==> src/gps_regs.svh <==
// Register map, field positions, reset values and timing figures of the status pin block
`ifndef GPS_REGS_SVH
`define GPS_REGS_SVH
`define GPS_OFF_CTRL 12'h000
`define GPS_OFF_PCFG 12'h004
`define GPS_OFF_STAT 12'h008
`define GPS_OFF_IST 12'h00c
`define GPS_OFF_IMSK 12'h010
`define GPS_OFF_RXD 12'h014
`define GPS_OFF_BAUD 12'h018
`define GPS_CTRL_LP 0
`define GPS_CTRL_PPSEN 1
`define GPS_CTRL_RST 2'h2
`define GPS_PCFG_RST 16'h0064
`define GPS_BAUD_RST 16'h208d
`define GPS_IRQ_SHORT 0
`define GPS_IRQ_LONG 1
`define GPS_IRQ_RX 2
`define GPS_IRQ_FIX 3
`define GPS_IRQ_W 4
`define GPS_CLK_PERIOD_NS 25
`define GPS_MS_NS 1000000
`define GPS_SHORT_MS 1500
`define GPS_LONG_MS 3000
`define GPS_HALF_MS 500
`define GPS_EPH_MAX_H 4
`define GPS_SEC_PER_H 3600
`endif

==> src/gps_pkg.sv <==
// Types shared by the status pin block
package gps_pkg;
  typedef enum logic [1:0] {start_hot, start_warm, start_cold} gps_start_e;
  typedef enum logic {mode_active, mode_low_power} gps_mode_e;
  typedef enum logic [1:0] {cp_idle, cp_held, cp_long} gps_clr_e;
  typedef enum logic [1:0] {rx_idle, rx_start, rx_data, rx_stop} gps_rx_e;
endpackage

==> src/gps_status_pins.sv <==
// Status pins, clear-position input, start selection and NMEA serial port of the receiver
// Function
// - Timing pulse only while fixing, else low
// - Timing pulse rising edge on GPS second
// - Pulse setting defaults at reset, writable later
// - Fix indicator 1Hz square searching, low fixing
// - Almanac output high only when data valid
// - Short clear press deletes stored position
// - Short clear ignored while already fixing
// - Long clear press erases flash, cold restart
// - After clear, fix before saving to flash
// - Active mode and command-entered low-power mode
// - Power-down stops everything but the clock
// - Hot, warm or cold start on entry
// - Power-up gives active mode, default sentences
// - Sentences leave without any host setup
// - Host serial commands received and handled
// - Modified settings revert at next power loss
`timescale 1ns/1ps
`include "gps_regs.svh"
module gps_status_pins #(
  parameter int unsigned MS_CYCLES = `GPS_MS_NS / `GPS_CLK_PERIOD_NS
) (
  // APB slave
  input wire logic pclk,
  input wire logic presetn,
  input wire logic [11:0] paddr,
  input wire logic psel,
  input wire logic penable,
  input wire logic pwrite,
  input wire logic [31:0] pwdata,
  output logic [31:0] prdata,
  output logic pready,
  output logic pslverr,
  // Navigation engine status
  input wire logic fix_valid,
  input wire logic gps_sec_tick,
  input wire logic alm_valid,
  input wire logic eph_valid,
  input wire logic [15:0] eph_age_s,
  input wire logic pos_known,
  input wire logic rtc_valid,
  // Sentence byte stream
  input wire logic [7:0] tx_byte,
  input wire logic tx_valid,
  output logic tx_ready,
  // Device pins
  input wire logic clear_position_n,
  input wire logic serial_rx_in,
  output logic timing_pulse_out,
  output logic fix_indicator_out,
  output logic almanac_valid_out,
  output logic serial_tx_out,
  // Engine control
  output logic receiver_enable,
  output logic engine_start,
  output logic [1:0] start_kind,
  output logic delete_position,
  output logic erase_flash,
  output logic flash_save_ok,
  output logic irq
);
  localparam logic [15:0] MS_LAST = 16'(MS_CYCLES - 1);
  localparam logic [11:0] SHORT_MS = 12'(`GPS_SHORT_MS);
  localparam logic [11:0] LONG_MS = 12'(`GPS_LONG_MS);
  localparam logic [11:0] HALF_LAST = 12'(`GPS_HALF_MS - 1);
  localparam logic [15:0] EPH_MAX_S = 16'(`GPS_EPH_MAX_H * `GPS_SEC_PER_H);

  logic [1:0] ctrl_q;
  logic [15:0] pcfg_q;
  logic [15:0] baud_q;
  logic [`GPS_IRQ_W-1:0] ist_q;
  logic [`GPS_IRQ_W-1:0] imsk_q;
  logic [7:0] rxd_q;
  logic [2:0] clr_s_q;
  logic [2:0] rx_s_q;
  logic clr_f_q;
  logic rx_f_q;
  logic [15:0] ms_cnt_q;
  logic ms_tick;
  logic pps_q;
  logic [15:0] pps_ms_q;
  logic fi_q;
  logic [11:0] half_q;
  logic alm_q;
  gps_pkg::gps_mode_e mode_q;
  gps_pkg::gps_clr_e clr_st_q;
  logic [11:0] press_q;
  logic del_q;
  logic erase_q;
  logic boot_q;
  logic start_q;
  gps_pkg::gps_start_e kind_q;
  logic save_ok_q;
  logic fix_d1_q;
  logic tx_busy_q;
  logic [9:0] tx_sh_q;
  logic [3:0] tx_bits_q;
  logic [15:0] tx_bc_q;
  gps_pkg::gps_rx_e rx_st_q;
  logic [15:0] rx_bc_q;
  logic [2:0] rx_bits_q;
  logic [7:0] rx_sh_q;
  logic rx_done;
  logic [31:0] rdata_q;
  logic err_q;
  logic wr;
  logic [`GPS_IRQ_W-1:0] ev;
  logic active;
  logic lp_req;
  logic [31:0] rsel;
  logic hit;

  assign active = (mode_q == gps_pkg::mode_active);
  assign lp_req = ctrl_q[`GPS_CTRL_LP];
  assign wr = psel && penable && pwrite;
  assign pready = 1'b1;
  assign prdata = rdata_q;
  assign pslverr = err_q;

  // Outside inputs pass three flops; a level counts once stages two and three agree
  always_ff @(posedge pclk or negedge presetn)
  begin
    if (!presetn)
    begin
      clr_s_q <= 3'h7;
      rx_s_q <= 3'h7;
      clr_f_q <= 1'b1;
      rx_f_q <= 1'b1;
    end
    else
    begin
      clr_s_q <= {clr_s_q[1:0], clear_position_n};
      rx_s_q <= {rx_s_q[1:0], serial_rx_in};
      if (clr_s_q[1] == clr_s_q[2])
        clr_f_q <= clr_s_q[2];
      if (rx_s_q[1] == rx_s_q[2])
        rx_f_q <= rx_s_q[2];
    end
  end

  // Millisecond enable
  always_ff @(posedge pclk or negedge presetn)
  begin
    if (!presetn)
      ms_cnt_q <= 16'h0000;
    else if (ms_cnt_q == MS_LAST)
      ms_cnt_q <= 16'h0000;
    else
      ms_cnt_q <= ms_cnt_q + 16'h0001;
  end
  assign ms_tick = (ms_cnt_q == MS_LAST);

  // Power loss is the reset: settings fall back to stored defaults
  always_ff @(posedge pclk or negedge presetn)
  begin
    if (!presetn)
    begin
      ctrl_q <= `GPS_CTRL_RST;
      pcfg_q <= `GPS_PCFG_RST;
      baud_q <= `GPS_BAUD_RST;
      imsk_q <= '0;
    end
    else if (wr)
    begin
      case (paddr)
        `GPS_OFF_CTRL: ctrl_q <= pwdata[1:0];
        `GPS_OFF_PCFG: pcfg_q <= pwdata[15:0];
        `GPS_OFF_BAUD: baud_q <= pwdata[15:0];
        `GPS_OFF_IMSK: imsk_q <= pwdata[`GPS_IRQ_W-1:0];
        default: ;
      endcase
    end
  end

  // Sticky events, write one to clear; a new event wins over the clear
  assign ev[`GPS_IRQ_SHORT] = del_q;
  assign ev[`GPS_IRQ_LONG] = erase_q;
  assign ev[`GPS_IRQ_RX] = rx_done;
  assign ev[`GPS_IRQ_FIX] = fix_valid && !fix_d1_q;
  always_ff @(posedge pclk or negedge presetn)
  begin
    if (!presetn)
      ist_q <= '0;
    else if (wr && paddr == `GPS_OFF_IST)
      ist_q <= (ist_q & ~pwdata[`GPS_IRQ_W-1:0]) | ev;
    else
      ist_q <= ist_q | ev;
  end
  assign irq = |(ist_q & imsk_q);

  // Read data and error captured in the setup phase, answered in the first access cycle
  always_comb
  begin
    hit = 1'b1;
    rsel = 32'h0000_0000;
    case (paddr)
      `GPS_OFF_CTRL: rsel = {30'h0, ctrl_q};
      `GPS_OFF_PCFG: rsel = {16'h0, pcfg_q};
      `GPS_OFF_STAT: rsel = {25'h0, clr_f_q, save_ok_q, kind_q, alm_q, fix_valid, mode_q};
      `GPS_OFF_IST: rsel = {28'h0, ist_q};
      `GPS_OFF_IMSK: rsel = {28'h0, imsk_q};
      `GPS_OFF_RXD: rsel = {24'h0, rxd_q};
      `GPS_OFF_BAUD: rsel = {16'h0, baud_q};
      default: hit = 1'b0;
    endcase
  end
  always_ff @(posedge pclk or negedge presetn)
  begin
    if (!presetn)
    begin
      rdata_q <= 32'h0000_0000;
      err_q <= 1'b0;
    end
    else if (psel && !penable)
    begin
      rdata_q <= pwrite ? 32'h0000_0000 : rsel;
      err_q <= !hit;
    end
  end

  // Low-power entered and left by command; power-up always active
  always_ff @(posedge pclk or negedge presetn)
  begin
    if (!presetn)
      mode_q <= gps_pkg::mode_active;
    else
      mode_q <= lp_req ? gps_pkg::mode_low_power : gps_pkg::mode_active;
  end
  // Held off while power is away and until the first edge after it returns
  assign receiver_enable = active && boot_q;

  // Timing pulse on the GPS-aligned second tick, width in ms
  always_ff @(posedge pclk or negedge presetn)
  begin
    if (!presetn)
    begin
      pps_q <= 1'b0;
      pps_ms_q <= 16'h0000;
    end
    else if (!(fix_valid && active && ctrl_q[`GPS_CTRL_PPSEN]))
    begin
      pps_q <= 1'b0;
      pps_ms_q <= 16'h0000;
    end
    else if (gps_sec_tick)
    begin
      pps_q <= 1'b1;
      pps_ms_q <= 16'h0000;
    end
    else if (pps_q && ms_tick)
    begin
      pps_ms_q <= pps_ms_q + 16'h0001;
      if (pps_ms_q + 16'h0001 >= pcfg_q)
        pps_q <= 1'b0;
    end
  end
  assign timing_pulse_out = pps_q;

  // Fix indicator: square wave while searching, low when fixing
  always_ff @(posedge pclk or negedge presetn)
  begin
    if (!presetn)
    begin
      fi_q <= 1'b0;
      half_q <= 12'h000;
    end
    else if (!active || fix_valid)
    begin
      fi_q <= 1'b0;
      half_q <= 12'h000;
    end
    else if (ms_tick)
    begin
      if (half_q == HALF_LAST)
      begin
        half_q <= 12'h000;
        fi_q <= !fi_q;
      end
      else
        half_q <= half_q + 12'h001;
    end
  end
  assign fix_indicator_out = fi_q;

  always_ff @(posedge pclk or negedge presetn)
  begin
    if (!presetn)
      alm_q <= 1'b0;
    else
      alm_q <= active && alm_valid;
  end
  assign almanac_valid_out = alm_q;

  // Clear-position press timing
  always_ff @(posedge pclk or negedge presetn)
  begin
    if (!presetn)
    begin
      clr_st_q <= gps_pkg::cp_idle;
      press_q <= 12'h000;
      del_q <= 1'b0;
      erase_q <= 1'b0;
    end
    else
    begin
      del_q <= 1'b0;
      erase_q <= 1'b0;
      case (clr_st_q)
        gps_pkg::cp_idle:
          if (!clr_f_q)
          begin
            clr_st_q <= gps_pkg::cp_held;
            press_q <= 12'h000;
          end
        gps_pkg::cp_held:
          if (clr_f_q)
          begin
            clr_st_q <= gps_pkg::cp_idle;
            del_q <= (press_q < SHORT_MS) && !fix_valid;
          end
          else if (press_q > LONG_MS)
          begin
            erase_q <= 1'b1;
            clr_st_q <= gps_pkg::cp_long;
          end
          else if (ms_tick)
            press_q <= press_q + 12'h001;
        gps_pkg::cp_long:
          if (clr_f_q)
            clr_st_q <= gps_pkg::cp_idle;
        default: clr_st_q <= gps_pkg::cp_idle;
      endcase
    end
  end
  assign delete_position = del_q;
  assign erase_flash = erase_q;

  // Flash save allowed only after a fix that follows any clear
  always_ff @(posedge pclk or negedge presetn)
  begin
    if (!presetn)
    begin
      save_ok_q <= 1'b0;
      fix_d1_q <= 1'b0;
    end
    else
    begin
      fix_d1_q <= fix_valid;
      if (del_q || erase_q)
        save_ok_q <= 1'b0;
      else if (fix_valid)
        save_ok_q <= 1'b1;
    end
  end
  assign flash_save_ok = save_ok_q;

  // Start kind on every entry to active mode, cold after flash erase
  always_ff @(posedge pclk or negedge presetn)
  begin
    if (!presetn)
    begin
      boot_q <= 1'b0;
      start_q <= 1'b0;
      kind_q <= gps_pkg::start_cold;
    end
    else
    begin
      boot_q <= 1'b1;
      start_q <= erase_q || (!lp_req && (!boot_q || !active));
      if (erase_q)
        kind_q <= gps_pkg::start_cold;
      else if (!lp_req && (!boot_q || !active))
      begin
        if (alm_valid && pos_known && rtc_valid && eph_valid && eph_age_s < EPH_MAX_S)
          kind_q <= gps_pkg::start_hot;
        else if (alm_valid && pos_known && rtc_valid)
          kind_q <= gps_pkg::start_warm;
        else
          kind_q <= gps_pkg::start_cold;
      end
    end
  end
  assign engine_start = start_q;
  assign start_kind = kind_q;

  // Sentence transmitter, free running from power-up
  always_ff @(posedge pclk or negedge presetn)
  begin
    if (!presetn)
    begin
      tx_busy_q <= 1'b0;
      tx_sh_q <= 10'h3ff;
      tx_bits_q <= 4'h0;
      tx_bc_q <= 16'h0000;
    end
    else if (!tx_busy_q)
    begin
      if (tx_valid)
      begin
        tx_busy_q <= 1'b1;
        tx_sh_q <= {1'b1, tx_byte, 1'b0};
        tx_bits_q <= 4'h0;
        tx_bc_q <= 16'h0000;
      end
    end
    else if (tx_bc_q + 16'h0001 >= baud_q)
    begin
      tx_bc_q <= 16'h0000;
      tx_sh_q <= {1'b1, tx_sh_q[9:1]};
      if (tx_bits_q == 4'h9)
        tx_busy_q <= 1'b0;
      else
        tx_bits_q <= tx_bits_q + 4'h1;
    end
    else
      tx_bc_q <= tx_bc_q + 16'h0001;
  end
  assign tx_ready = !tx_busy_q;
  assign serial_tx_out = tx_sh_q[0];

  // Command receiver, 8N1, sampled mid-bit
  always_ff @(posedge pclk or negedge presetn)
  begin
    if (!presetn)
    begin
      rx_st_q <= gps_pkg::rx_idle;
      rx_bc_q <= 16'h0000;
      rx_bits_q <= 3'h0;
      rx_sh_q <= 8'h00;
      rxd_q <= 8'h00;
    end
    else
    begin
      rx_bc_q <= rx_bc_q + 16'h0001;
      case (rx_st_q)
        gps_pkg::rx_idle:
        begin
          rx_bc_q <= 16'h0000;
          if (!rx_f_q)
            rx_st_q <= gps_pkg::rx_start;
        end
        gps_pkg::rx_start:
          if (rx_bc_q >= {1'b0, baud_q[15:1]})
          begin
            rx_bc_q <= 16'h0000;
            rx_bits_q <= 3'h0;
            rx_st_q <= rx_f_q ? gps_pkg::rx_idle : gps_pkg::rx_data;
          end
        gps_pkg::rx_data:
          if (rx_bc_q + 16'h0001 >= baud_q)
          begin
            rx_bc_q <= 16'h0000;
            rx_sh_q <= {rx_f_q, rx_sh_q[7:1]};
            rx_bits_q <= rx_bits_q + 3'h1;
            if (rx_bits_q == 3'h7)
              rx_st_q <= gps_pkg::rx_stop;
          end
        gps_pkg::rx_stop:
          if (rx_bc_q + 16'h0001 >= baud_q)
          begin
            rx_st_q <= gps_pkg::rx_idle;
            if (rx_f_q)
              rxd_q <= rx_sh_q;
          end
        default: rx_st_q <= gps_pkg::rx_idle;
      endcase
    end
  end
  assign rx_done = (rx_st_q == gps_pkg::rx_stop) && (rx_bc_q + 16'h0001 >= baud_q) && rx_f_q;

  chk_pps_low_nofix: assert property (@(posedge pclk) disable iff (!presetn)
    !fix_valid |=> !timing_pulse_out) else $error("timing pulse high without fix");
  chk_pps_rise_tick: assert property (@(posedge pclk) disable iff (!presetn)
    $rose(timing_pulse_out) |-> $past(gps_sec_tick)) else $error("timing pulse rise not on second tick");
  chk_pps_width: assert property (@(posedge pclk) disable iff (!presetn)
    $rose(timing_pulse_out) && pcfg_q > 16'h0001 |=> timing_pulse_out [*8]) else $error("timing pulse too short");
  chk_fix_ind_low: assert property (@(posedge pclk) disable iff (!presetn)
    fix_valid && active |=> !fix_indicator_out) else $error("fix indicator high while fixing");
  chk_alm_out: assert property (@(posedge pclk) disable iff (!presetn)
    almanac_valid_out |-> $past(alm_valid) && $past(active)) else $error("almanac output without valid data");
  chk_short_ignored: assert property (@(posedge pclk) disable iff (!presetn)
    delete_position |-> !$past(fix_valid) && $past(press_q) < SHORT_MS) else $error("bad position delete");
  chk_long_cold: assert property (@(posedge pclk) disable iff (!presetn)
    erase_flash |=> engine_start && start_kind == gps_pkg::start_cold) else $error("no cold start after erase");
  chk_save_block: assert property (@(posedge pclk) disable iff (!presetn)
    delete_position |=> !flash_save_ok) else $error("flash save allowed after clear");
  chk_lp_stop: assert property (@(posedge pclk) disable iff (!presetn)
    $past(lp_req) |-> !receiver_enable) else $error("receiver running in low power");
  chk_hot_cond: assert property (@(posedge pclk) disable iff (!presetn)
    engine_start && start_kind == gps_pkg::start_hot |-> $past(eph_age_s) < EPH_MAX_S && $past(eph_valid))
    else $error("hot start without fresh ephemeris");
endmodule

==> config.mk <==
export PLATFORM = sky130hd
export DESIGN_NAME = gps_status_pins
export DESIGN_NICKNAME = d
export VERILOG_FILES = /design/src/gps_pkg.sv /design/src/gps_status_pins.sv
export VERILOG_INCLUDE_DIRS = /design/src
export SDC_FILE = /design/constraint.sdc
export NUM_CORES = 1
export LEC_CHECK = 0
export ABC_AREA = 0
export BUFFER_PORTS_ARGS = -buffer_cell sky130_fd_sc_hd__buf_2
export CORE_ASPECT_RATIO = 1.4
export CORE_MARGIN = 4
export CORE_UTILIZATION = 61
export CTS_BUF_LIST = sky130_fd_sc_hd__clkbuf_2
export DETAILED_ROUTE_END_ITERATION = 16
export GPL_TIMING_DRIVEN = 0
export PLACE_DENSITY = 0.93
export SLEW_MARGIN = 20
export SYNTH_ARGS = -nofsm -noshare
export SYNTH_HDL_FRONTEND = slang
export SYNTH_SLANG_ARGS = --single-unit
==> constraint.sdc <==
create_clock -name pclk -period 4.5 [get_ports pclk]
set_input_delay 0.675 -clock pclk [delete_from_list [all_inputs] [get_ports pclk]]
set_output_delay 0.675 -clock pclk [all_outputs]
set_load 0.05 [all_outputs]
### After elaboration in Yosys (flattened, before gate mapping)

Index checks and enable logic that the tools add are counted.

| cells by class | value |
|---|---|
| $add $sub $neg | 8 |
| $lt $le $gt $ge | 7 |
| equality and inequality tests | 32 |
| multiplexer cells | 67 |
| bitwise logic cells | 6 |
| reductions and logical operators | 56 |

Operators by type and width:

| cell | number |
|---|---|
| 2-to-1 mux 16 bit | 9 |
| one-hot mux 16 bit (7 select lines) | 1 |
| 2-to-1 mux 12 bit | 7 |
| adder 16 x 1 -> 16 bit (second input constant) | 4 |
| >= comparator 16 bit | 3 |
| one-hot mux 16 bit (3 select lines) | 1 |
| equality test 12 x 5 -> 1 bit (second input constant) | 3 |
| 2-to-1 mux 32 bit | 1 |
| 2-to-1 mux 10 bit | 3 |
| 2-to-1 mux 2 bit | 14 |
| adder 12 x 1 -> 12 bit (second input constant) | 2 |
| equality test 12 x 4 -> 1 bit (second input constant) | 2 |
| one-hot mux 12 bit (2 select lines) | 1 |
| != test 2 bit (second input constant) | 11 |
| 2-to-1 mux 1 bit | 20 |
| 2-to-1 mux 4 bit | 5 |
| logical AND 1 bit | 18 |
| equality test 16 bit (second input constant) | 1 |
| >= comparator 16 x 15 -> 1 bit | 1 |
| < comparator 16 x 14 -> 1 bit (second input constant) | 1 |
| AND reduction 2 bit | 8 |
| nonzero test 2 bit | 7 |
| equality test 12 x 3 -> 1 bit (second input constant) | 1 |
| equality test 12 x 9 -> 1 bit (second input constant) | 1 |
| other kinds (28) | 51 |

| word-level totals | value |
|---|---|
| flip-flop bits (word level) | 221 |
| bits of input ports | 82 |
| output and inout port bits | 47 |
| logic and storage cells | 212 |

### Depth between registers and ports, before layout

Gate-level depths: netlist of run 1.

| logic depth | value |
|---|---|
| word-level depth | 7 |
| mapped depth | 15 |
| gate-level depth less buffers | 14 |

### Worst setup path before layout of run 1

Ideal clock, no wire load.

| path | value |
|---|---|
| path kind | register to register |
| start | reg rx_bc_q[0] |
| end | reg rxd_q[0] |
| library setup time | 0.125 ns |
| data arrival time | 3.182 ns |
| required time | 4.375 ns |
| slack | 1.194 ns |
| stages on the path, launching flop included | 13 |
| path buffers | 0 |
| period minus slack after synthesis | 3.306 ns |
| cell sequence | dfrtp_1 > ha_1 > and3_1 > nand4_1 > nor3_1 > xnor2_1 > inv_1 > ha_1 > and4_1 > o211ai_1 > o32a_1 > a2111oi_4 > mux2_2 |

| on the way | value |
|---|---|
| cells in the longest elaborated chain, start to end | 3 |

RTL lines:

| what | RTL line | source |
|---|---|---|
| from (decl) | gps_status_pins.sv:101 | `logic [15:0] rx_bc_q;` |
| from (signal assigned) | gps_status_pins.sv:435 | `rx_bc_q <= rx_bc_q + 16'h0001;` |
| adder 16 x 1 -> 16 bit | gps_status_pins.sv:460 | `if (rx_bc_q + 16'h0001 >= baud_q)` |
| >= comparator 16 bit | gps_status_pins.sv:460 |  |
| AND reduction 3 bit (no source line) | n/a |  |
| to (signal assigned) | gps_status_pins.sv:464 | `rxd_q <= rx_sh_q;` |
| to (decl) | gps_status_pins.sv:74 | `logic [7:0] rxd_q;` |

Every way passes these cells.
A chain may end at the register's enable or synchronous reset.

### Worst setup path in the final report of run 1

| path | value |
|---|---|
| start | reg rx_bc_q[0] |
| end | reg rx_bc_q[13] |

| on the way | value |
|---|---|
| cells in the longest elaborated chain, start to end | 4 |
| elaborated cells between the ends (all ways) | 6 |
| those cells by class | add/sub (1); order compare (2); mux (3) |

RTL lines:

| what | RTL line | source |
|---|---|---|
| adder 16 x 1 -> 16 bit | gps_status_pins.sv:435, gps_status_pins.sv:451 |  |
| >= comparator 16 bit | gps_status_pins.sv:451 | `if (rx_bc_q + 16'h0001 >= baud_q)` |
| 2-to-1 mux 16 bit | gps_status_pins.sv:451 |  |
| one-hot mux 16 bit (3 select lines) (*) | gps_status_pins.sv:436 | `case (rx_st_q)` |

Every way passes the cells marked *; elsewhere a longest branch is shown, timed or not.

==> results.json, run 1 <==
{
  "status": "finished clean",
  "num_vias": 9240,
  "preCtsSetupSlack_ns": 0.474,
  "hp-class": "primary input to register",
  "postRouteAntennaNets": 0,
  "core.rowCount": 58,
  "leakagePower_nw": 6.03,
  "clock_latency_ns": 0.83,
  "wl_per_cell_um": 17.1,
  "final_net_count": 1434,
  "drv_cap": 0,
  "grt_remaining_overflow": 0,
  "synthFlopType": "dfrtp_1",
  "cts.sinks": 204,
  "fillers": 1286,
  "cts_tree": "done",
  "whs_ns": 0.0781,
  "portBuffers": 86,
  "synth_edf_count": 0,
  "path_class": "register to register",
  "path_clk_slew_ns": 0.10,
  "die_w_um": 123,
  "fin_worst_skew_ns": 0.0684,
  "peakVddDrop_uv": 311,
  "synth-seq-cells": 204,
  "worst_setup_path_end_kind": "register",
  "critPathRequiredTime_ns": 5.16,
  "yosysWarnings": 0,
  "synth.distinct_cells": 71,
  "worstPathArrival_ns": 4.79,
  "drc": 0,
  "start_util_pct": 62.6,
  "layout-area-overhead-vs-synth_pct": 12.1,
  "viasPerCell": 5.92,
  "cts_resized": 0,
  "maxSlewHeadroom_pct": 49.0,
  "dr.first_iter.drc_count": 481,
  "total_power_w": 0.00501,
  "gp_congestion": 0.903,
  "post-route-min-period_ns": 4.14,
  "cts-root-buf": "clkbuf_2",
  "fin_tns_setup_ns": 0,
  "setup_viol_count_final": 0,
  "seq_area_frac_synth_pct": 45.3,
  "ios": 129,
  "cp_max_fo": 10,
  "crit_path_start_kind": "register",
  "antenna_found_initial": 4,
  "min_period_over_period_pct": 91.9,
  "syn_area_per_cell_sq_um": 10.1,
  "tightest_slew_ns": 0.762,
  "worst_slack_ns": 0.365,
  "rsz0062_at_grt": "false",
  "finalHoldViolCount": 0,
  "fp.dieH_um": 169,
  "place_hpwl_um": 20200,
  "async_reset_ff_share_pct": 100,
  "fmax_ghz": 0.242,
  "first_global_vias": 9578,
  "drtPass1Iterations": 6,
  "coreArea_sq_um": 18100,
  "power_density_nw_per_um2": 394,
  "drt-total-wl_um": 26700,
  "slew_viol_final": 0,
  "drive_gt1_share_pct": 22.4,
  "die_area_sq_um": 20900,
  "synthesis.area_sq_um": 11300,
  "cts_buffers": 50,
  "clock_path_buffers": 3,
  "grt_pass1_wl_um": 44000,
  "grt_max_degree": 104,
  "syn_inst": 1119,
  "htree_levels": 2,
  "grtUsageTotal_pct": 26.0
}
[sequential cells by signal (all words and copies together) (netlist names), 9 cells and up, named ones only]
register and cells:
pps_ms_q 16, pcfg_q 16, press_q 12, tx_bc_q 16
rx_bc_q 16, prdata 16, half_q 12, tx_sh_q 9
ms_cnt_q 16, baud_q 16
[routing by layer]
metal | GRT usage [%] | up-vias | wire length [um]
li1 | - | 4327 | -
met4 | 16.0 | 4 | 1610
met2 | 45.9 | 328 | 13900
met1 | 27.8 | 4449 | 9770
met5 | 0 | - | 12
met3 | 6.04 | 132 | 1410
[logic make-up after synthesis]
family                   synth area share [%]
adder cells (fa/ha/maj)                  8.33
AO/OA/AOI/OAI                            12.7
buffers and inverters                    4.57
flip-flops                               45.3
AND/OR/NAND/NOR                          15.7
other                                  0.0662
XOR/XNOR                                 6.02
multiplexers                             7.30
[final timing paths]
kind / startpoint / to / slack [ns] / depth (start not counted)
max: rx_bc_q[0]$_DFF_PN0_ / rx_bc_q[13]$_DFF_PN0_ / 0.36 / 14
min: fix_valid / fix_d1_q$_DFF_PN0_ / 0.08 / 1
max reg2reg: rx_bc_q[0]$_DFF_PN0_ / rx_bc_q[13]$_DFF_PN0_ / 0.36 / 14
min reg2reg: rx_s_q[0]$_DFF_PN1_ / rx_s_q[1]$_DFF_PN1_ / 0.36 / 0
max in group asynchronous: presetn / ms_cnt_q[8]$_DFF_PN0_ / 3.12 / 4
min in group asynchronous: presetn / rxd_q[3]$_DFFE_PN0P_ / 0.48 / 3
[where the power goes]
part           leakage [nW]  switching, W  internal [W]
Combinational          3.02      0.000877      0.000625
Clock                 0.360      0.000763      0.000513
Sequential             2.65      0.000176       0.00206
[stage by stage]
stage               std cells  utilization [%]  instance area (sq um)
finish                   1561             70.1                  12700
global route             1561             70.1                  12700
CTS                      1560             70.1                  12700
detailed placement       1463             67.3                  12200
global placement         1461             66.9                  12100
floorplan                1135                -                  11400
[layout make-up]
| cell class | count | area (sq um) | area share (%) |
|---|---|---|---|
| antenna | 1 | 2.50 | 0.0197 |
| buffer | 53 | 279 | 2.19 |
| clock buffer | 75 | 375 | 2.95 |
| clock inverter | 19 | 113 | 0.885 |
| inverter | 64 | 240 | 1.89 |
| multi-input combinational | 814 | 5750 | 45.2 |
| sequential | 204 | 5140 | 40.4 |
| tap | 240 | 300 | 2.36 |
| timing repair buffer | 91 | 526 | 4.13 |
[placed cells by master, fill, tap and decap left out, drive strengths merged, types with 28 or more instances in the layout]
| master | n |
|---|---|
| clkbuf | 95 |
| xnor2 | 50 |
| mux2 | 58 |
| buf | 121 |
| nand2 | 81 |
| a21oi | 57 |
| o21ai | 49 |
| xor2 | 28 |
| nor2 | 85 |
| inv | 64 |
| ha | 74 |
| dfrtp | 177 |
| nand3 | 50 |
[worst max-delay path: stages (launching register included)]
cell and delay [ns]:
dfrtp_1 0.47, ha_1 0.23, and3_1 0.23, nand4_1 0.23, nor3_1 0.28, xnor2_1 0.18
inv_1 0.07, ha_1 0.30, and4_1 0.28, o211ai_1 0.11, o32a_1 0.37, a21oi_1 0.43
o32a_1 0.45, buf_2 0.30, nor2_1 0.08
[Yosys cell counts, types with 16 or more instances]
master    number  area [sq um]
dfrtp_1      177          4430
nor2_1        85           319
nand2_1       80           300
ha_1          74           926
inv_1         63           236
mux2_2        58           653
a21oi_1       57           285
nand3_1       50           250
xnor2_1       50           438
o21ai_0       49           245
xor2_1        28           245
dfstp_2       27           709
and3_1        24           150
nor2b_1       21           131
clkbuf_1      20          75.1
nor3_1        19          95.1
buf_4         17           128
a31oi_1       16           100
[timing repair]
item	in CTS	in global routing
endpoints found under the hold margin	84	0
setup endpoints to repair	0	0
setup buffers	0	0
hold buffers	3	0
Power figures use the tool's default switching activity.
==> run 2, diff against run 1 <==
Settings changed: CORE_UTILIZATION 61 to 59, CTS_BUF_LIST sky130_fd_sc_hd__clkbuf_2 to sky130_fd_sc_hd__clkbuf_4 sky130_fd_sc_hd__clkbuf_8 sky130_fd_sc_hd__clkbuf_16, PLACE_DENSITY 0.93 to 0.9.
==> run 2 against run 1 <==
Compared with the run above: cell area increased by 1.9%; largest power group unchanged; cell count down 3.7%; first-iteration DRC count is 33% higher; die area increased by 3.2%; clock skew fell by 0.060 ns; core utilization decreased by 1.0 points; clock power is 50% higher; combinational power about the same; sequential power barely moved; worst setup slack worse by 0.068 ns; maximum frequency is 1.6% lower.
==> results.json, run 2 (synthesis results as in run 1) <==
{
  "mostFrequentLayoutCell": "dfrtp_1",
  "gp_congestion": 0.928,
  "drtPass1Iterations": 5,
  "grtUsageTotal_pct": 26.5,
  "maxSlewHeadroom_pct": 40.7,
  "hp-class": "primary input to asynchronous set/reset pin",
  "r2r_setup_slack_ns": 0.30,
  "cp_cell_sequence": "ha_1 -> and3_1 -> nand4_1 -> nor3_1 -> xnor2_1 -> inv_1 -> ha_1 -> and4_1 -> o211ai_1 -> o32a_1 -> a21oi_1 -> o32a_1 -> buf_2 -> nor2_1",
  "num_vias": 9365,
  "r2r.worst_path.cells": 14,
  "status": "finished clean",
  "post-route-min-period_ns": 4.20,
  "dpl_cell_area_sq_um": 12200,
  "clock_path_buffers": 3,
  "fmax_ghz": 0.238,
  "fin_tns_setup_ns": 0,
  "peakVddDrop_uv": 357,
  "htree_levels": 1,
  "grt_pass1_wl_um": 47000,
  "final_core_util_pct": 69.1,
  "crit_path_start_kind": "register",
  "rr_startpoint": "rx_bc_q[0]$_DFF_PN0_",
  "drc": 0,
  "tightest_slew_ns": 0.886,
  "layout_common_cells": "177 x dfrtp_1, 98 x buf_2, 85 x nor2_1",
  "first_global_vias": 9703,
  "grt_max_degree": 106,
  "wl_per_cell_um": 19.0,
  "ios": 129,
  "cp_max_fo": 10,
  "viasPerCell": 6.23,
  "ctsHoldBuffers": 0,
  "postRouteAntennaNets": 0,
  "fin_worst_skew_ns": 0.00825,
  "cts_tree": "done",
  "placed_cells": 1467,
  "worst_setup_path_end_kind": "register",
  "die_w_um": 125,
  "critPathRequiredTime_ns": 4.87,
  "worstPathArrival_ns": 4.57,
  "coreArea_sq_um": 18800,
  "portBuffers": 86,
  "cts.sinks": 204,
  "final_net_count": 1401,
  "drv_cap": 0,
  "layout.cells.non_filler": 1503,
  "drive_gt1_share_pct": 20.0,
  "layout-area-overhead-vs-synth_pct": 14.2,
  "crit_family": "compound AO/OA/AOI/OAI gates",
  "die_area_sq_um": 21600,
  "diodes": 0,
  "leakagePower_nw": 6.03,
  "drt-total-wl_um": 28600,
  "worst_path_largest_cell_delay_ns": 0.48,
  "setup_viol_count_final": 0,
  "core.rowCount": 59,
  "finalHoldViolCount": 0,
  "fp.dieH_um": 172,
  "path_class": "register to register",
  "dr.first_iter.drc_count": 642,
  "start_util_pct": 60.5,
  "path_buf_inv": 2,
  "preCtsSetupSlack_ns": 0.473,
  "worst_slack_ns": 0.297,
  "cts_buffers": 20,
  "antenna_found_initial": 3,
  "clock_latency_ns": 0.50,
  "power_density_nw_per_um2": 438,
  "min_period_over_period_pct": 93.4,
  "place_hpwl_um": 20100,
  "fin_area_sq_um": 13000,
  "r2r-end": "rx_bc_q[0]$_DFF_PN0_",
  "path_clk_slew_ns": 0.07,
  "cts_setup_buffers": 0,
  "slew_viol_final": 0,
  "grt_remaining_overflow": 0,
  "cts-root-buf": "clkbuf_16",
  "cts_resized": 0,
  "rsz0062_at_grt": "false",
  "cpMaxStageDelayCell": "dfrtp_1"
}
[run 2: routing by layer]
metal | track usage (%) | share of wire, %
met1 | 27.6 | 34
met2 | 50.3 | 53
met3 | 5.01 | 6.3
met4 | 14.3 | 5.9
met5 | 0 | 0.13
[run 2: worst max-delay path by stage]
stage | endpoint | slack (ns) | cells past startpoint | start
floorplan | rxd_q[0]$_DFFE_PN0P_ | 1.19 | 12 | rx_bc_q[0]$_DFF_PN0_
finish | rx_bc_q[0]$_DFF_PN0_ | 0.30 | 14 | rx_bc_q[0]$_DFF_PN0_
global route | rx_bc_q[0]$_DFF_PN0_ | 0.10 | 14 | rx_bc_q[0]$_DFF_PN0_
detailed placement | rx_bc_q[6]$_DFF_PN0_ | 0.47 | 14 | rx_bc_q[0]$_DFF_PN0_
global placement | pps_ms_q[13]$_DFFE_PN0P_ | -0.53 | 1 | presetn
CTS | rx_bc_q[0]$_DFF_PN0_ | 0.32 | 14 | rx_bc_q[0]$_DFF_PN0_
[run 2: cell type report]
class,count,area [sq um]
fill,1285,5790
multi-input combinational,814,5750
sequential,204,5140
clock buffer,24,561
timing repair buffer,88,495
tap,244,305
buffer,53,279
inverter,64,240
clock inverter,12,191
[run 2: metrics by stage]
| step | hold slack [ns] | total power, W |
|---|---|---|
| final | 0.196 | 0.00568 |
| after global routing | 0.234 | 0.00595 |
| after CTS | 0.213 | 0.00569 |
| after detailed placement | 0.349 | 0.00375 |
| after global placement | 0.346 | 0.00367 |
| after floorplan | 0.345 | 0.00335 |
[run 2: power breakdown]
group          leakage, nW  internal, W  switching [W]
clock                0.372      0.00118       0.000737
sequential            2.65      0.00206       0.000190
combinational         3.00     0.000624       0.000890
total                 6.03      0.00386        0.00182
